**config.mk**
```make
export PLATFORM = sky130hd
export DESIGN_NAME = fecr_ctrl
export DESIGN_NICKNAME = d
export VERILOG_FILES = /design/src/logic/fecr_pkg.sv /design/src/logic/fecr_ctrl.sv /design/src/logic/fecr_cfg_mem.sv
export SDC_FILE = /design/constraint.sdc
export NUM_CORES = 1
export LEC_CHECK = 0
export BUFFER_PORTS_ARGS = -buffer_cell sky130_fd_sc_hd__buf_2
export CORE_ASPECT_RATIO = 0.75
export CORE_MARGIN = 2
export CORE_UTILIZATION = 57
export DETAILED_ROUTE_END_ITERATION = 8
export PLACE_DENSITY = 0.82
export SLEW_MARGIN = 20
export SYNTH_ARGS = -nofsm -noshare
export SYNTH_HDL_FRONTEND = slang
export SYNTH_SLANG_ARGS = --single-unit
```
**constraint.sdc**
```tcl
create_clock -name core_clk -period 4.75 [get_ports core_clk]
set_clock_uncertainty 0.15 [all_clocks]
set_input_delay 0.7125 -clock core_clk [delete_from_list [all_inputs] [get_ports core_clk]]
set_output_delay 0.7125 -clock core_clk [all_outputs]
set_load 0.1 [all_outputs]
```
**src/logic/fecr_pkg.sv**
```systemverilog
// Purpose: Shared constants and types for the fuser and engine routine controller.
// Assumes: 10 MHz core clock; classic Wishbone with 8-bit byte address and 32-bit data.
// Notes: Temperature codes fall as the heat roll gets hotter.
package fecr_pkg;

    // Clock rate and routine times.
    localparam int unsigned CLK_HZ = 10000000;
    localparam int unsigned RECOVER_MS = 2000;
    localparam int unsigned CLEAN_MS = 3000;
    localparam int unsigned RECOVER_CYC = RECOVER_MS * (CLK_HZ / 1000);
    localparam int unsigned CLEAN_CYC = CLEAN_MS * (CLK_HZ / 1000);

    // Register byte offsets.
    localparam logic [7:0] ADDR_CTRL = 8'h00;
    localparam logic [7:0] ADDR_STATUS = 8'h04;
    localparam logic [7:0] ADDR_MEM_BASE = 8'h08;
    localparam logic [7:0] ADDR_MEM_LAST = 8'h14;

    // Setpoint memory words.
    localparam int MEM_WORDS = 4;
    localparam logic [1:0] MEM_STANDBY = 2'h0;
    localparam logic [1:0] MEM_RUNNING = 2'h1;
    localparam logic [1:0] MEM_OVERHEAT = 2'h2;
    localparam logic [1:0] MEM_SUBCOOL = 2'h3;

    // Reset codes: 160 C, about 166 C, about 205 C, 145 C.
    localparam logic [7:0] STANDBY_RST = 8'hac;
    localparam logic [7:0] RUNNING_RST = 8'ha4;
    localparam logic [7:0] OVERHEAT_RST = 8'h6e;
    localparam logic [7:0] SUBCOOL_RST = 8'hc0;

    // About 2 C expressed in code steps near the setpoint.
    localparam logic [7:0] LOW_OFFSET_CODE = 8'h03;
    localparam logic [7:0] CODE_MAX = 8'hff;

    // Control register fields and reset values.
    localparam int CTRL_EN_BIT = 0;
    localparam int CTRL_MODE_BIT = 1;
    localparam logic CTRL_EN_RST = 1'b1;
    localparam logic CTRL_MODE_RST = 1'b1;

    // Status register fields.
    localparam int ST_TEMP_LSB = 0;
    localparam int ST_HEATER_BIT = 8;
    localparam int ST_WARMUP_BIT = 9;
    localparam int ST_READY_BIT = 10;
    localparam int ST_OVERHEAT_BIT = 11;
    localparam int ST_SUBCOOL_BIT = 12;
    localparam int ST_RECOVER_BIT = 13;
    localparam int ST_CLEAN_BIT = 14;
    localparam int ST_HALT_BIT = 15;
    localparam int ST_MOTOR_BIT = 16;
    localparam int ST_WARMDONE_BIT = 17;

    typedef enum logic [3:0] {
        RT_IDLE = 4'h1,
        RT_RECOVER = 4'h2,
        RT_CLEAN = 4'h4,
        RT_HALT = 4'h8
    } fecr_rt_t;

endpackage

```
**src/logic/fecr_ctrl.sv**
```systemverilog
// Purpose: Fuser heater regulation, warm-up, recovery and cleaning routines with a Wishbone register port.
// Assumes: Sensor inputs are synchronous to core_clk and active high as named.
// Notes: Routine lengths are parameters so a simulation can shorten them.
//
// Implementation choices: register access over Wishbone and the placing of the registers.
`timescale 1ns/10ps
module fecr_ctrl
    import fecr_pkg::*;
#(
    parameter int unsigned RECOVER_CYCLES = RECOVER_CYC,
    parameter int unsigned CLEAN_CYCLES = CLEAN_CYC
)
(
    // Clock and reset.
    input wire logic core_clk,
    input wire logic resetn,
    // Wishbone slave.
    input wire logic wb_cyc_i,
    input wire logic wb_stb_i,
    input wire logic wb_we_i,
    input wire logic [7:0] wb_adr_i,
    input wire logic [3:0] wb_sel_i,
    input wire logic [31:0] wb_dat_i,
    output logic [31:0] wb_dat_o,
    output logic wb_ack_o,
    // Thermistor code and paper path sensors.
    input wire logic [7:0] temp_code,
    input wire logic interlock_closed,
    input wire logic cassette_present,
    input wire logic exit_actuated,
    input wire logic reg_actuated,
    input wire logic cartridge_unit_switch,
    // Print controller status.
    input wire logic print_active,
    input wire logic continuous_print,
    // Engine drives.
    output logic heater_on,
    output logic main_motor_on,
    output logic charge_voltage_on,
    output logic transfer_voltage_on,
    output logic ready
);

    typedef struct packed {
        fecr_rt_t rt;
        logic [31:0] cnt;
        logic recov_pend;
        logic clean_pend;
        logic clean_warm;
        logic warm_done;
        logic warm_seen;
        logic warmup;
        logic heater;
        logic motor;
        logic charge;
        logic transfer;
        logic ready;
        logic por;
        logic ilk_q;
        logic cas_q;
        logic exit_q;
        logic cart_q;
        logic print_q;
        logic busy;
        logic ack;
        logic ctrl_en;
        logic ctrl_mode;
        logic [31:0] dat;
    } fecr_st_t;

    // All state except the setpoint memory lives in one packed record so that one register process holds it.
    fecr_st_t st_ff;
    fecr_st_t nxt_st;

    logic [MEM_WORDS-1:0][7:0] words;
    logic [7:0] mem_rd;
    logic mem_wr;
    logic [1:0] mem_idx;

    // Low threshold code: higher code means colder, saturating at the top code.
    function automatic logic [7:0] low_code(input logic [7:0] sp);
        logic [8:0] sum;
        sum = {1'b0, sp} + {1'b0, LOW_OFFSET_CODE};
        low_code = sum[8] ? CODE_MAX : sum[7:0];
    endfunction

    // True when the byte address falls in the setpoint memory window.
    function automatic logic in_mem(input logic [7:0] adr);
        in_mem = (adr >= ADDR_MEM_BASE) && (adr <= ADDR_MEM_LAST) && (adr[1:0] == 2'h0);
    endfunction

    // Memory index from a byte address in the window.
    function automatic logic [1:0] mem_index(input logic [7:0] adr);
        logic [7:0] off;
        off = adr - ADDR_MEM_BASE;
        mem_index = off[3:2];
    endfunction

    // True while a routine that needs the motor and high voltage is running.
    function automatic logic hv_state(input fecr_rt_t rt);
        hv_state = (rt == RT_RECOVER) || (rt == RT_CLEAN);
    endfunction

    // Memory writes land on the acknowledging edge, like the other registers.
    assign mem_idx = mem_index(wb_adr_i);
    assign mem_wr = st_ff.ack && wb_cyc_i && wb_stb_i && wb_we_i && wb_sel_i[0] && in_mem(wb_adr_i);

    fecr_cfg_mem u_mem (
        .core_clk(core_clk),
        .resetn(resetn),
        .wr_en(mem_wr),
        .wr_idx(mem_idx),
        .wr_data(wb_dat_i[7:0]),
        .rd_idx(mem_idx),
        .rd_data_ff(mem_rd),
        .words_ff(words)
    );

    always_comb begin
        logic [7:0] sp_code;
        logic [7:0] lo_code;
        logic run_sel;
        logic overheat;
        logic subcool;
        logic path_ok;
        logic interrupt;
        logic restore;
        logic print_end;
        logic cart_on;
        logic req;
        logic [31:0] status;
        logic warm_req;
        logic wr_ok;
        sp_code = 8'h00;
        lo_code = 8'h00;
        run_sel = 1'b0;
        overheat = 1'b0;
        subcool = 1'b0;
        path_ok = 1'b0;
        interrupt = 1'b0;
        restore = 1'b0;
        print_end = 1'b0;
        cart_on = 1'b0;
        req = 1'b0;
        status = 32'h0000_0000;
        warm_req = 1'b0;
        wr_ok = 1'b0;
        nxt_st = st_ff;

        // Sensor history for edge detection.
        // Interlock and cassette history reset low, so the first edge after reset also reads as a restore.
        // That restore coincides with power-on, which is a restore event already.
        nxt_st.por = 1'b0;
        nxt_st.ilk_q = interlock_closed;
        nxt_st.cas_q = cassette_present;
        nxt_st.exit_q = exit_actuated;
        nxt_st.cart_q = cartridge_unit_switch;
        nxt_st.print_q = print_active;

        // Setpoint selection and threshold codes.
        // The routine state is read, so the running setpoint starts one edge into recovery.
        run_sel = print_active || (st_ff.rt == RT_RECOVER);
        sp_code = run_sel ? words[MEM_RUNNING] : words[MEM_STANDBY];
        lo_code = low_code(sp_code);
        overheat = temp_code <= words[MEM_OVERHEAT];
        subcool = temp_code >= words[MEM_SUBCOOL];

        // Heater hysteresis; cold codes are large.
        // Overheat forces the heater off without latching, and a cleared enable holds it off.
        if (!st_ff.ctrl_en || overheat) begin
            nxt_st.heater = 1'b0;
        end else if (temp_code >= lo_code) begin
            nxt_st.heater = 1'b1;
        end else if (temp_code <= sp_code) begin
            nxt_st.heater = 1'b0;
        end

        // Warm-up starts at the first heater turn-on and ends at standby temperature.
        if (nxt_st.heater && !st_ff.warm_seen) begin
            nxt_st.warm_seen = 1'b1;
            nxt_st.warmup = 1'b1;
        end else if (st_ff.warmup && (temp_code <= words[MEM_STANDBY])) begin
            nxt_st.warmup = 1'b0;
        end

        // Paper path events.
        // The exit sensor interrupts as it rises; its clearing is not a restore event.
        path_ok = interlock_closed && cassette_present && !exit_actuated;
        interrupt = (st_ff.ilk_q && !interlock_closed) || (st_ff.cas_q && !cassette_present)
            || (!st_ff.exit_q && exit_actuated);
        restore = st_ff.por || (!st_ff.ilk_q && interlock_closed) || (!st_ff.cas_q && cassette_present);
        print_end = st_ff.print_q && !print_active && !continuous_print;
        cart_on = !st_ff.cart_q && cartridge_unit_switch;

        // Recovery requests; a blocked path at restore time cancels it.
        if (interrupt || st_ff.por) begin
            nxt_st.recov_pend = 1'b1;
        end
        if (restore && (exit_actuated || reg_actuated)) begin
            nxt_st.recov_pend = 1'b0;
        end

        // Cleaning requests.
        warm_req = (st_ff.por || cart_on) && st_ff.ctrl_mode;
        if (warm_req) begin
            nxt_st.clean_pend = 1'b1;
            nxt_st.clean_warm = 1'b1;
            nxt_st.warm_done = 1'b0;
        end
        if (print_end) begin
            nxt_st.clean_pend = 1'b1;
        end

        // Routine sequencer.
        // Recovery outranks cleaning; a lost path re-arms recovery but parks cleaning in halt.
        unique case (st_ff.rt)
            RT_IDLE: begin
                nxt_st.cnt = 32'h0000_0000;
                if (path_ok && nxt_st.recov_pend) begin
                    nxt_st.rt = RT_RECOVER;
                    nxt_st.recov_pend = 1'b0;
                end else if (path_ok && st_ff.clean_pend && !print_active) begin
                    nxt_st.rt = RT_CLEAN;
                end
            end
            RT_RECOVER: begin
                nxt_st.cnt = st_ff.cnt + 32'h0000_0001;
                if (!path_ok) begin
                    nxt_st.rt = RT_IDLE;
                    nxt_st.recov_pend = 1'b1;
                end else if (st_ff.cnt == 32'(RECOVER_CYCLES - 1)) begin
                    nxt_st.rt = RT_IDLE;
                end
            end
            RT_CLEAN: begin
                nxt_st.cnt = st_ff.cnt + 32'h0000_0001;
                if (!path_ok) begin
                    nxt_st.rt = RT_HALT;
                end else if (st_ff.cnt == 32'(CLEAN_CYCLES - 1)) begin
                    nxt_st.rt = RT_IDLE;
                    // A warm-clean request in the final cycle survives the completion.
                    nxt_st.clean_pend = print_end || warm_req;
                    if (st_ff.clean_warm && !warm_req) begin
                        nxt_st.warm_done = 1'b1;
                    end
                    nxt_st.clean_warm = warm_req;
                end
            end
            RT_HALT: begin
                nxt_st.cnt = 32'h0000_0000;
                if (path_ok) begin
                    nxt_st.rt = RT_CLEAN;
                end
            end
        endcase

        // Engine drives follow the next state so they track routine changes.
        nxt_st.motor = nxt_st.warmup || print_active || hv_state(nxt_st.rt);
        nxt_st.charge = hv_state(nxt_st.rt);
        nxt_st.transfer = hv_state(nxt_st.rt);
        // Ready also waits out a pending warm clean so the host never sees it mid-routine.
        nxt_st.ready = (nxt_st.warm_done || !st_ff.ctrl_mode) && nxt_st.warm_seen && !nxt_st.warmup
            && !overheat && !nxt_st.clean_warm;

        // Status word.
        status[ST_TEMP_LSB +: 8] = temp_code;
        status[ST_HEATER_BIT] = st_ff.heater;
        status[ST_WARMUP_BIT] = st_ff.warmup;
        status[ST_READY_BIT] = st_ff.ready;
        status[ST_OVERHEAT_BIT] = overheat;
        status[ST_SUBCOOL_BIT] = subcool;
        status[ST_RECOVER_BIT] = st_ff.rt == RT_RECOVER;
        status[ST_CLEAN_BIT] = st_ff.rt == RT_CLEAN;
        status[ST_HALT_BIT] = st_ff.rt == RT_HALT;
        status[ST_MOTOR_BIT] = st_ff.motor;
        status[ST_WARMDONE_BIT] = st_ff.warm_done;

        // Bus: take at one edge, answer at the next, drop ack after one cycle.
        // A request is refused while busy or acknowledging, so accesses never overlap.
        // Unmapped addresses and all writes answer with zero data.
        req = wb_cyc_i && wb_stb_i && !st_ff.busy && !st_ff.ack;
        nxt_st.busy = req;
        nxt_st.ack = st_ff.busy;
        if (st_ff.busy) begin
            nxt_st.dat = 32'h0000_0000;
            if (!wb_we_i) begin
                if (wb_adr_i == ADDR_CTRL) begin
                    nxt_st.dat[CTRL_EN_BIT] = st_ff.ctrl_en;
                    nxt_st.dat[CTRL_MODE_BIT] = st_ff.ctrl_mode;
                end else if (wb_adr_i == ADDR_STATUS) begin
                    nxt_st.dat = status;
                end else if (in_mem(wb_adr_i)) begin
                    nxt_st.dat[7:0] = mem_rd;
                end
            end
        end
        // Writes land on the edge at which the master samples ack, while its request still stands.
        wr_ok = st_ff.ack && wb_cyc_i && wb_stb_i && wb_we_i && wb_sel_i[0];
        if (wr_ok && (wb_adr_i == ADDR_CTRL)) begin
            nxt_st.ctrl_en = wb_dat_i[CTRL_EN_BIT];
            nxt_st.ctrl_mode = wb_dat_i[CTRL_MODE_BIT];
        end
    end

    // The power-on flag marks the first edge after release and clears itself.
    always_ff @(posedge core_clk or negedge resetn) begin
        if (!resetn) begin
            st_ff <= '0;
            st_ff.rt <= RT_IDLE;
            st_ff.por <= 1'b1;
            st_ff.ctrl_en <= CTRL_EN_RST;
            st_ff.ctrl_mode <= CTRL_MODE_RST;
        end else begin
            st_ff <= nxt_st;
        end
    end

    assign wb_dat_o = st_ff.dat;
    assign wb_ack_o = st_ff.ack;
    assign heater_on = st_ff.heater;
    assign main_motor_on = st_ff.motor;
    assign charge_voltage_on = st_ff.charge;
    assign transfer_voltage_on = st_ff.transfer;
    assign ready = st_ff.ready;

endmodule // fecr_ctrl

```
**src/logic/fecr_cfg_mem.sv**
```systemverilog
// Purpose: Small setpoint and limit memory for the fuser controller.
// Assumes: One write port and one registered read port, both on core_clk.
// Notes: All words are also presented live so the heater comparators see them every cycle.
`timescale 1ns/10ps
module fecr_cfg_mem
    import fecr_pkg::*;
(
    // Clock and reset.
    input wire logic core_clk,
    input wire logic resetn,
    // Write port.
    input wire logic wr_en,
    input wire logic [1:0] wr_idx,
    input wire logic [7:0] wr_data,
    // Read port.
    input wire logic [1:0] rd_idx,
    output logic [7:0] rd_data_ff,
    // Live words.
    output logic [MEM_WORDS-1:0][7:0] words_ff
);

    always_ff @(posedge core_clk or negedge resetn) begin
        if (!resetn) begin
            words_ff[MEM_STANDBY] <= STANDBY_RST;
            words_ff[MEM_RUNNING] <= RUNNING_RST;
            words_ff[MEM_OVERHEAT] <= OVERHEAT_RST;
            words_ff[MEM_SUBCOOL] <= SUBCOOL_RST;
            rd_data_ff <= 8'h00;
        end else begin
            if (wr_en) begin
                words_ff[wr_idx] <= wr_data;
            end
            rd_data_ff <= words_ff[rd_idx];
        end
    end

endmodule // fecr_cfg_mem

```
# Yosys cells after proc, flatten, opt, wreduce, memory -nomap -nowiden
# Index checks and enable logic that the tools add are counted.
[totals]
out_inout_bits = 38
reg_bits = 128
in_bits = 64
[op_classes]
mux = 38
n_eq_ne = 9
magnitude_cmp = 9
reduce_logical = 68
add_sub_neg = 3
[ops]
columns = ["op", "n"]
rows = [
  ["$pmux W36 S4", 1],
  ["$eq A32 B25 Y1 const B", 2],
  ["$mux W8", 6],
  ["$logic_and A1 B1 Y1", 34],
  ["$add A32 B1 Y32 const B", 1],
  ["$bwmux W32", 1],
  ["$mux W32", 1],
  ["$mux W30", 1],
  ["$mux W4", 7],
  ["$le A8 B8 Y1", 3],
  ["$logic_not A1 Y1", 18],
  ["$bmux W8 S2", 1],
  ["$demux W8 S2", 1],
  ["$ge A8 B8 Y1", 2],
  ["$logic_or A1 B1 Y1", 14],
  ["$mux W1", 12],
  ["$mux W3", 4],
  ["$mux W10", 1],
  ["$add A8 B2 Y9 const B", 1],
  ["$eq A4 B2 Y1 const B", 2],
  ["$eq A4 B3 Y1 const B", 2],
  ["$eq A8 B3 Y1 const B", 1],
  ["$ge A8 B4 Y1 const B", 1],
  ["$le A8 B5 Y1 const B", 1],
  ["9 further kinds", 9],
]

# Depth between registers and ports, before layout
[depth]
word_depth = 15
depth_mapped = 17
mapped_depth_nobuf = 16

# Hierarchy
# A second synthesis with hierarchy kept.
[unflattened]
cells_unflattened = 640
area_unflattened_um2 = 6561.3
[by_module_without_submodules]
columns = ["module", "area_per_inst_um2", "instances", "cells_each"]
rows = [
  ["fecr_ctrl", 4942.2, 1, 554],
  ["fecr_cfg_mem", 1619.1, 1, 86],
]

# Worst setup path before layout
# No wires, ideal clock.
[synth_timing]
kind = "register -> register"
startpoint = "register st_ff[85] (netlist name)"
endpoint = "register st_ff (netlist bit main_motor_on)"
n_path_buf = 1
arrival_time_ns = 3.666
path_slack_ns = 0.797
t_required_ns = 4.462
period_less_slack_ns = 3.953
setup_ns = 0.138
path_stages_with_launch = 18
cell_sequence = "dfstp_2 buf_6 nor4b_4 nor2_4 mux2i_1 ha_1 a21o_1 or3_4 nor3_4 nand2b_1 ha_1 nand2b_1 a21o_1 a211oi_1 or3_1 a311oi_1 a211oi_1 o31ai_1"
[synth_lines]
columns = ["item", "line", "text"]
rows = [
  ["from (decl)", "fecr_ctrl.sv:72", "fecr_st_t st_ff;"],
  ["from (signal assigned)", "fecr_ctrl.sv:314", "st_ff <= nxt_st;"],
]

==> reports/metrics.csv <==
metric,value,unit
outcome,"complete, no violations",
unrepaired setup endpoints after global routing,false,
"worst slack, placed",464,ps
Total GRT Usage,25.6,%
syn avg cell area,10.6,sq um
Reg2Reg Setup Slack,540,ps
count of final setup violators,0,
number of max-cap violations,0,
post-DR vias/cell,5.99,
Startpoint Class,flop,
Yosys cell types,62,
Num CTS Buffers,17,
Critical Path RT,4870,ps
port buffer count,60,
share of layout cells above drive strength 1,25.0,%
clk_lat worst skew,420,ps
H-tree levels,4,
Remaining DRCs,0,
max_slew headroom,39.7,%
WS Path Type,flop to flop,
Yosys reg bits,114,
Detailed Place HPWL,10.7,mm
initial DRC count,523,
worst-margin pin slew,905,ps
most frequent cells after synthesis,"dfrtp_1 (96), nor2_1 (49), ha_1 (42), inv_1 (40), mux2_2 (35)",
"CTS clk-pin slew, worst paths",50,ps
"top cells by area, synth","dfrtp_1 (37%), ha_1 (8.1%), dfstp_2 (7.3%), mux2_2 (6.1%), buf_4 (3.8%)",
Max Slew Vio Count,0,
CP arrival,4330,ps
most common flop cell mapped by yosys,dfrtp_1,
"area leader, netlist",dfrtp_1,
WL per Instance,18.3,microns
"EDFF count, synth",0,
initial antenna violation count,1,
Synth Instances,615,
grt ovf,0,
die area,0.0123,sq mm
final WL,15.0,mm
Hold Path End,st_ff[37],
fin worst setup slack,541,ps
"Seq/Total Area, Yosys",44.2,%
nets,772,
Pleak,3.34,nW
core area,0.0110,sq mm
CP Max Fanout,9,
CTS root buf,clkbuf_16,
Multi-input gate area,0.00321,sq mm
ANT nets after route,0,
P per Cell Area,372,mW/mm^2
R2R Path End,main_motor_on,
CTS tree,built,
vias in the first global route,4784,
crit end category,flop,
min cycle time layout,4210,ps
hold_sp,cartridge_unit_switch,
Sink Count,114,
hold crit path type,primary input to flop,
synth-to-layout area growth,12.4,%
cells on worst reg2reg path,16,
Setup Buffers After CTS,0,
hold-fix buffers at CTS,0,
"count leader, synth",dfrtp_1,
post-synthesis async set-or-reset flop share,100,%
Synth top area share,36.9,%
first-pass GRT wire length,23.8,mm
total negative slack,0,ps
PostCTS Resize Cnt,0,
GPL Wtd Cong,0.926,
Clock Tree Buf Depth,2,
FMAX,238,MHz
synth warn,0,
via count,4903,
final worst-path cycle share,88.6,%
Netlist Area Pre-Place,0.00651,sq mm
# IOs,102,
DIE WIDTH,127,microns
Rows,33,
Final Hold Vio Count,0,
worst vdd ir,0.000287,V
Initial Utilization,59.0,%
register area,0.00288,sq mm
largest net degree at the start of global routing,74,
Die H,96.5,microns
r2r startpoint,st_ff[87],
fillers,784,
Inserted Diodes,0,
worst hold path depth,1,
Pre-antenna DRT Iters,5,
## flip-flops by register name (all words and copies together) (netlist names)
| name | cells |
|---|---|
| transfer_voltage_on | 1 |
| wb_ack_o | 1 |
| heater_on | 1 |
| main_motor_on | 1 |
| wb_dat_o | 18 |
| nxt_st | 1 |
| u_mem.rd_data_ff | 8 |
| ready | 1 |
| st_ff | 50 |
| u_mem.words_ff | 32 |
## worst max path at each step
stage	from	end	slack (ps)
2_1_floorplan	st_ff[85]	main_motor_on	800
3_3_place_gp	print_active	main_motor_on	590
3_5_place_dp	print_active	main_motor_on	460
4_1_cts	st_ff[87]	main_motor_on	530
5_1_grt	st_ff[87]	main_motor_on	320
6_report	st_ff[87]	main_motor_on	540
## final cells by class
class | instances | area share, %
clock buffers | 20 | 6.11
clock inverters | 12 | 1.56
inverters | 40 | 2.05
repair buffers | 65 | 4.65
flip-flops and latches | 114 | 39.3
well taps | 140 | 2.40
multi-input cells | 428 | 43.9
## placed cells by master (no fill, tap or decap), types with 6 or more instances in the layout
cell and instances:
nor3_1 13, o21ai_0 24, mux2i_1 7, nor2_1 49, ha_1 42, nor2b_1 14
inv_1 40, buf_2 59, nand4_1 11, mux2_2 35, dfrtp_1 96, mux4_2 8
clkinv_2 9, a21oi_1 19, nand2_1 33, a21o_1 11, a22o_1 8, xnor2_1 6
conb_1 15, and3_1 8, clkbuf_16 17, nand3_1 20, xor2_1 26, buf_4 6
nand2b_1 7, dfstp_2 18, nor4b_1 7, a22oi_1 10
## cell families after synthesis
kind of cell               share of synthesized area (%)
other                                             0.0576
muxes                                               10.3
adders and majority gates                           8.07
AOI/OAI and AO/OA                                   9.84
xor gates and xnor gates                            4.31
buffers and inverters                               7.29
and+or+nand+nor                                     15.9
DFF                                                 44.2
## stage by stage
| stage | hold slack (ps) | util [%] | cell area, sq um | power [mW] | instances |
|---|---|---|---|---|---|
| global placement | 304 | 61.3 | 6750 | 1.50 | 787 |
| CTS | 253 | 66.3 | 7310 | 2.73 | 819 |
| global route | 258 | 66.3 | 7310 | 2.82 | 819 |
| floorplan | 202 | - | 6560 | 1.43 | 629 |
| finish | 265 | 66.3 | 7310 | 2.72 | 819 |
| detailed placement | 323 | 61.3 | 6750 | 1.52 | 787 |
## report_power, final
group	internal [mW]	leakage [nW]	switching, mW
registers	1.01	1.50	0.0530
clock network	0.776	0.287	0.437
logic	0.123	1.55	0.321
## critical path, cell delays in order (launching register included)
cell	delay, ps
dfrtp_1	480
nor4b_4	380
nor2_4	80
mux2i_1	170
ha_1	250
a21o_1	190
or3_4	420
nor3_4	280
nand2b_1	160
ha_1	220
nand2b_1	140
a21o_1	170
a211oi_1	220
or3_1	140
a311oi_1	140
a211oi_1	350
o31ai_1	140
## per-layer routing
layer	track usage [%]	part of all wire [%]	up-vias
li1	-	-	2240
met2	39.6	45	235
met3	8.26	8.2	40
met5	0	0.087	-
met4	11.0	2.7	2
met1	33.5	44	2386
Note: power is estimated with default switching activity, not from simulation.
